<file path="config.mk">
export PLATFORM = sky130hd
export DESIGN_NAME = vfu_device_flat
export DESIGN_NICKNAME = d
export VERILOG_FILES = /design/src/vfu_pkg.sv /design/src/vfu_link_if.sv /design/src/vfu_device.sv /design/src/flat_wrapper.sv
export SDC_FILE = /design/constraint.sdc
export NUM_CORES = 1
export LEC_CHECK = 0
export ABC_CLOCK_PERIOD_IN_PS = 8150
export BUFFER_PORTS_ARGS = -buffer_cell sky130_fd_sc_hd__buf_2
export CORE_MARGIN = 2
export CORE_UTILIZATION = 30
export CTS_CLUSTER_SIZE = 20
export DETAILED_ROUTE_END_ITERATION = 8
export GPL_ROUTABILITY_DRIVEN = 1
export MAX_ROUTING_LAYER = met4
export PLACE_DENSITY_LB_ADDON = 0.2
export SETUP_SLACK_MARGIN = 0.4
export SYNTH_ARGS = -nofsm -noshare
export SYNTH_HDL_FRONTEND = slang
export SYNTH_SLANG_ARGS = --single-unit
</file>
<file path="constraint.sdc">
create_clock -name clk -period 8.15 [get_ports clk]
set_clock_uncertainty 0.15 [all_clocks]
set_input_delay 0 -clock clk [delete_from_list [all_inputs] [get_ports clk]]
set_output_delay 0 -clock clk [all_outputs]
set_load 0.005 [all_outputs]
</file>
<file path="src/vfu_pkg.sv">
// Shared constants, types and pixel lane helpers for the video input format unpacker
package vfu_pkg;
  localparam int VFU_LINES = 12;
  localparam int VFU_BYTE = 8;
  localparam int VFU_PIX = 24;
  localparam int VFU_FIFO_DEPTH = 8;
  localparam int VFU_HALF_DIV = 2;
  localparam logic [1:0] VFU_PH_CB = 2'h0;
  localparam logic [1:0] VFU_PH_Y0 = 2'h1;
  localparam logic [1:0] VFU_PH_CR = 2'h2;
  localparam logic [1:0] VFU_PH_Y1 = 2'h3;
  localparam logic [15:0] VFU_INDEX_PAD = 16'h0000;
  localparam logic [11:0] VFU_IDLE_LINES = 12'h000;

  typedef enum logic [1:0] {
    VFU_FMT_ITL422,
    VFU_FMT_INDEX,
    VFU_FMT_RGB444
  } vfu_fmt_type;

  // Pixel word layout is {red or Cr, green or Y, blue or Cb}
  function automatic logic [11:0] vfu_gb_word(input logic [23:0] p);
    vfu_gb_word = {p[12], p[11], p[10], p[7:3], p[8], p[2:0]};
  endfunction : vfu_gb_word

  function automatic logic [11:0] vfu_r_word(input logic [23:0] p);
    vfu_r_word = {p[23:19], p[15:13], p[18:16], p[9]};
  endfunction : vfu_r_word

  function automatic logic [23:0] vfu_unpack(input logic [11:0] gb, input logic [11:0] rw);
    vfu_unpack = {rw[11:7], rw[3:1], rw[6:4], gb[11:9], rw[0], gb[3], gb[8:4], gb[2:0]};
  endfunction : vfu_unpack
endpackage : vfu_pkg

</file>
<file path="src/vfu_link_if.sv">
// Pixel port between the video source and the encoder input
`timescale 1ns/1ps
`default_nettype none
interface vfu_link_if;
  logic pix_clk;
  logic [11:0] pixel_data_lines;
  modport host (output pix_clk, output pixel_data_lines);
  modport device (input pix_clk, input pixel_data_lines);
endinterface : vfu_link_if
`default_nettype wire

</file>
<file path="src/vfu_device.sv">
// Encoder end: pixel port capture, format unpacking and output FIFO
`timescale 1ns/1ps
`default_nettype none
module vfu_fifo #(
  parameter int WIDTH = 24,
  parameter int DEPTH = 8
) (
  input wire logic clk,
  input wire logic rst,
  input wire logic in_valid,
  output logic in_ready,
  input wire logic [WIDTH-1:0] in_data,
  output logic out_valid,
  input wire logic out_ready,
  output logic [WIDTH-1:0] out_data
);
  // Depth must be a power of two so the pointers wrap by themselves
  localparam int AW = $clog2(DEPTH);
  typedef struct packed {
    logic [DEPTH-1:0][WIDTH-1:0] mem;
    logic [AW-1:0] wr;
    logic [AW-1:0] rd;
    logic [AW:0] cnt;
  } vfu_fifo_state_type;
  vfu_fifo_state_type s_r;
  vfu_fifo_state_type s_nxt;
  logic push;
  logic pop;

  assign in_ready = s_r.cnt != (AW+1)'(DEPTH);
  assign out_valid = s_r.cnt != '0;
  assign out_data = s_r.mem[s_r.rd];
  assign push = in_valid && in_ready;
  assign pop = out_valid && out_ready;

  always_comb begin
    s_nxt = s_r;
    if (push) begin
      s_nxt.mem[s_r.wr] = in_data;
      s_nxt.wr = s_r.wr + 1'b1;
    end
    if (pop) begin
      s_nxt.rd = s_r.rd + 1'b1;
    end
    case ({push, pop})
      2'b10: s_nxt.cnt = s_r.cnt + 1'b1;
      2'b01: s_nxt.cnt = s_r.cnt - 1'b1;
      default: s_nxt.cnt = s_r.cnt;
    endcase
  end

  always_ff @(posedge clk or posedge rst) begin
    if (rst) begin
      s_r <= '0;
    end else begin
      s_r <= s_nxt;
    end
  end
endmodule : vfu_fifo

module vfu_device #(
  parameter int FIFO_DEPTH = vfu_pkg::VFU_FIFO_DEPTH
) (
  input wire logic clk,
  input wire logic rst,
  vfu_link_if.device link,
  input wire vfu_pkg::vfu_fmt_type fmt,
  input wire logic slot_sel,
  input wire logic edge_sel,
  output logic [23:0] pix_data,
  output logic pix_valid,
  input wire logic pix_ready,
  output logic capture_ready,
  output logic overflow
);
  typedef struct packed {
    logic clk_prev;
    logic [1:0] phase;
    logic [7:0] cb;
    logic [7:0] y0;
    logic [7:0] cr;
    logic [11:0] first_word;
    logic have_first;
    logic push_v;
    logic [23:0] push_d;
    logic ovf;
    logic cap_rdy;
  } vfu_dev_state_type;
  vfu_dev_state_type s_r;
  vfu_dev_state_type s_nxt;
  logic fifo_in_ready;
  logic rise;
  logic fall;
  logic first_edge;
  logic second_edge;
  logic [11:0] d;

  assign d = link.pixel_data_lines;
  assign rise = link.pix_clk && !s_r.clk_prev;
  assign fall = !link.pix_clk && s_r.clk_prev;
  assign first_edge = edge_sel ? fall : rise;
  assign second_edge = edge_sel ? rise : fall;
  assign capture_ready = s_r.cap_rdy;
  assign overflow = s_r.ovf;

  always_comb begin
    s_nxt = s_r;
    s_nxt.clk_prev = link.pix_clk;
    s_nxt.push_v = 1'b0;
    s_nxt.cap_rdy = fifo_in_ready;
    // Link cannot be stalled, so a full FIFO drops the pixel and flags it
    if (s_r.push_v && !fifo_in_ready) begin
      s_nxt.ovf = 1'b1;
    end
    case (fmt)
      vfu_pkg::VFU_FMT_ITL422: begin
        if (rise) begin
          s_nxt.phase = s_r.phase + 1'b1;
          case (s_r.phase)
            vfu_pkg::VFU_PH_CB: s_nxt.cb = d[7:0];
            vfu_pkg::VFU_PH_Y0: s_nxt.y0 = d[7:0];
            vfu_pkg::VFU_PH_CR: begin
              s_nxt.cr = d[7:0];
              s_nxt.push_v = 1'b1;
              s_nxt.push_d = {d[7:0], s_r.y0, s_r.cb};
            end
            default: begin
              s_nxt.push_v = 1'b1;
              s_nxt.push_d = {s_r.cr, d[7:0], s_r.cb};
            end
          endcase
        end
      end
      vfu_pkg::VFU_FMT_INDEX: begin
        if (fall) begin
          s_nxt.push_v = 1'b1;
          s_nxt.push_d = {vfu_pkg::VFU_INDEX_PAD, d[7:0]};
        end
      end
      vfu_pkg::VFU_FMT_RGB444: begin
        if (first_edge) begin
          s_nxt.first_word = d;
          s_nxt.have_first = 1'b1;
        end else if (second_edge && s_r.have_first) begin
          s_nxt.have_first = 1'b0;
          s_nxt.push_v = 1'b1;
          if (slot_sel) begin
            s_nxt.push_d = vfu_pkg::vfu_unpack(d, s_r.first_word);
          end else begin
            s_nxt.push_d = vfu_pkg::vfu_unpack(s_r.first_word, d);
          end
        end
      end
      default: begin
        s_nxt.have_first = 1'b0;
      end
    endcase
  end

  always_ff @(posedge clk or posedge rst) begin
    if (rst) begin
      s_r <= '0;
    end else begin
      s_r <= s_nxt;
    end
  end

  vfu_fifo #(
    .WIDTH(vfu_pkg::VFU_PIX),
    .DEPTH(FIFO_DEPTH)
  ) u_fifo (
    .clk(clk),
    .rst(rst),
    .in_valid(s_r.push_v),
    .in_ready(fifo_in_ready),
    .in_data(s_r.push_d),
    .out_valid(pix_valid),
    .out_ready(pix_ready),
    .out_data(pix_data)
  );
endmodule : vfu_device
`default_nettype wire

</file>
<file path="src/flat_wrapper.sv">
// flat-port wrapper written by rule: the top's interface ports become plain ports
module vfu_device_flat 
#(
  parameter int FIFO_DEPTH = vfu_pkg::VFU_FIFO_DEPTH
)
  (clk, rst, fmt, slot_sel, edge_sel, pix_data, pix_valid, pix_ready, capture_ready, overflow, link_pix_clk, link_pixel_data_lines);
  vfu_link_if link_i ();
  input wire logic clk;
  input wire logic rst;
  input wire vfu_pkg::vfu_fmt_type fmt;
  input wire logic slot_sel;
  input wire logic edge_sel;
  output logic [23:0] pix_data;
  output logic pix_valid;
  input wire logic pix_ready;
  output logic capture_ready;
  output logic overflow;
  input wire logic [$bits(link_i.pix_clk)-1:0] link_pix_clk;
  input wire logic [$bits(link_i.pixel_data_lines)-1:0] link_pixel_data_lines;
  assign link_i.pix_clk = link_pix_clk;
  assign link_i.pixel_data_lines = link_pixel_data_lines;
  vfu_device #(.FIFO_DEPTH(FIFO_DEPTH)) u_core (.clk(clk), .rst(rst), .link(link_i), .fmt(fmt), .slot_sel(slot_sel), .edge_sel(edge_sel), .pix_data(pix_data), .pix_valid(pix_valid), .pix_ready(pix_ready), .capture_ready(capture_ready), .overflow(overflow));
endmodule
</file>
==> reports/results.ini <==
[run_status]
status = finished, violations left
violations = negative hold slack

[clock_tree]
clockBufferDepth = 3
clock-sinks = 269
cts_resized = 0
cts_hold_buffers = 24
clkLatencyLatePin_ps = 560
h-tree-depth = 1
cts_tree = done
cts_root_buf = clkbuf_16
cts_buffers = 31
clkTransAtPathRegs_ps = 60
cts_setup_buffers = 0

[timing]
hold_viol_final = 3
worst_slack_ps = 5020
setup_tns_ps = 0
fin_crit_ps = 3130
whs_ps = -14.71
fmax_mhz = 319.5
setup_viol = 0
rsz0062_at_grt = no
worst_pin_slew_ps = 1124
finalMaxSlewViolations = 0
slew_headroom = 0.2505
finalCritPeriodShare = 0.3841

[global_routing]
grt_max_degree = 146
antenna_found_initial = 1
grt_first_pass_wirelength_um = 46660
overflow = 0
grt_pass1_vias = 7509
grt.total_usage = 0.1413

[yosys]
synth-seq-cells = 269
yosys_warnings = 0
synth-main-ff-cell = dfrtp_1
synth_top_area_frac = 0.5309
ys_top_cells_by_area = dfrtp_1 (53%), mux2_2 (24%), mux4_2 (8.5%)
synth_area_um2 = 12680
async_flop_share = 1.000
synth_seq_area_share = 0.5309
synthCells = 841
avgSynthCellArea_um2 = 15.08
synth_edf_count = 0
syn_nets = 871
synth_top_area_cell = dfrtp_1
ys_types = 50

[power]
cellLeakagePower_nw = 6.756
ir_drop_mv = 0.1557
power_frac_clock = 0.314
p_comb_frac = 0.234
powerDensity_nw_per_um2 = 291.2
seq_power_share = 0.452
sw_frac_of_total = 0.2989
p_sw_w = 0.001267
power.internal_w = 0.002971

[drt]
drt-pass1-iter-count = 7
drtIter0Drc = 291
ant_nets = 0
wl_per_cell_um = 20.23
vias = 7100
viasPerCell = 4.880
routed_wl_um = 29430
drc = 0

[floorplan]
num_rows = 75
num_io_pins = 47
die_area_um2 = 43930
start_util = 0.3030
dieWidth_um = 209.6
fp.dieH_um = 209.6
coreArea_um2 = 41850

[placed_design]
numPortBuffers = 46
place_area_um2 = 13340
place_ws_ps = 5129
dp_hpwl_um = 16890
place_congestion = 0.7130
place_inst = 1376

[setup_path]
startpoint_type = flip-flop
cp_max_fo = 40
cp.arrival_ps = 2980
timing.setup.critical_path_class = reg2out
worstPathRequired_ps = 8000
end_kind = output pin

[run]
max-cap-violations = 0

[cells_and_area]
num_antenna_cells = 0
syn_to_final_growth_pct = 14.75
final_area_um2 = 14550
drive_gt1_frac = 0.4913
seq_area_um2 = 6739
finalNetCount = 924
multi_input_area_um2 = 5560
layout.cells.non_filler = 1455
fill_cells = 4077

[worst_hold_path]
holdCritPathClass = in2async

power by group through the flow:
stage               logic, W  clock network, W  registers (W)
global placement     0.00100                 0        0.00194
floorplan           0.000866                 0        0.00176
CTS                  0.00103           0.00138        0.00192
detailed placement   0.00101                 0        0.00194
finish              0.000993           0.00133        0.00191
global route         0.00109           0.00143        0.00197
placed cells by master (no fill, tap or decap), drive strengths merged, types with 7 or more instances in the layout:
| cell | count |
|---|---|
| nand2 | 40 |
| o21ai | 23 |
| mux4 | 48 |
| a21oi | 8 |
| nor3 | 8 |
| dfrtp | 269 |
| buf | 56 |
| a22o | 16 |
| clkinv | 8 |
| xnor2 | 7 |
| clkbuf | 45 |
| inv | 12 |
| ha | 9 |
| mux2 | 291 |
| dlygate4sd3 | 24 |
critical path: stages, from the launching register on:
cell	delay, ps
dfrtp_4	570
buf_4	750
mux4_2	590
mux2_2	320
buf_2	150
sequential cells by signal, summed over array words and instances (netlist names):
name                  cells
u_core.s_r               65
u_core.capture_ready      1
u_core.u_fifo.s_r       202
u_core.overflow           1
through the flow:
step           power (W)  utilization
2_1_floorplan   0.002625            -
3_3_place_gp    0.002944       0.3188
3_5_place_dp    0.002953       0.3188
4_1_cts         0.004325       0.3477
5_1_grt         0.004492       0.3477
6_report        0.004238       0.3477
layout make-up:
type | instances | share of cell area
Inverter | 12 | 0.003612
Tap cell | 539 | 0.04635
Clock buffer | 45 | 0.06105
Clock inverter | 10 | 0.005332
Multi-Input combinational cell | 500 | 0.3821
Sequential cell | 269 | 0.4632
Timing Repair Buffer | 80 | 0.03835
synthesized netlist by cell type, types with 2 or more instances:
cell type    n
mux2i_1      2
buf_6       15
buf_1       12
a21oi_1      7
a22o_1      16
xnor2_1      7
nor3_1       8
o21ai_0     23
nand3b_1     3
mux2_2     273
mux4_2      48
nand2_1     40
a222oi_1     5
dfrtp_1    269
a31oi_1      3
nand4b_4     2
mux2_1       6
buf_2       15
nor3b_2      2
inv_1       12
nor2_1       6
a21o_1       2
a32oi_1      3
nand3_1      2
clkbuf_1    16
ha_1         9
mux2_4      12
cell families (layout without fill, tap and decap cells):
family | count (synthesis) | after routing | synth area share
AO/OA/AOI/OAI | 65 | 65 | 0.03533
flip-flops | 269 | 269 | 0.5309
AND/OR/NAND/NOR | 76 | 76 | 0.03572
multiplexers | 341 | 341 | 0.3488
XOR/XNOR | 8 | 8 | 0.005526
adder cells (fa/ha/maj) | 10 | 10 | 0.01046
buffers and inverters | 72 | 147 | 0.03325
worst paths after layout:
check / startpoint / endpoint / slack [ps] / cells after the start
worst max-delay path: u_core.u_fifo.s_r[4] / pix_data[14] / 5020 / 4
worst min-delay path: rst / u_core.s_r[27] / -10 / 3
worst max register to register: u_core.s_r[66] / u_core.s_r[22] / 5150 / 5
worst min register to register: u_core.overflow / u_core.overflow / 320 / 1
max in group asynchronous: rst / u_core.u_fifo.s_r[4] / 6530 / 4
min in group clk: link_pix_clk / u_core.s_r[66] / 50 / 2
layer usage:
metal | part of all wire | global-route usage | vias to the layer above
met3 | 0.031 | 0.02215 | 34
met4 | 0.016 | 0.02739 | 0
li1 | - | - | 3224
met1 | 0.50 | 0.2034 | 3750
met2 | 0.45 | 0.2128 | 92
met5 | 0 | - | -
Note: power is estimated with default switching activity, not from simulation.
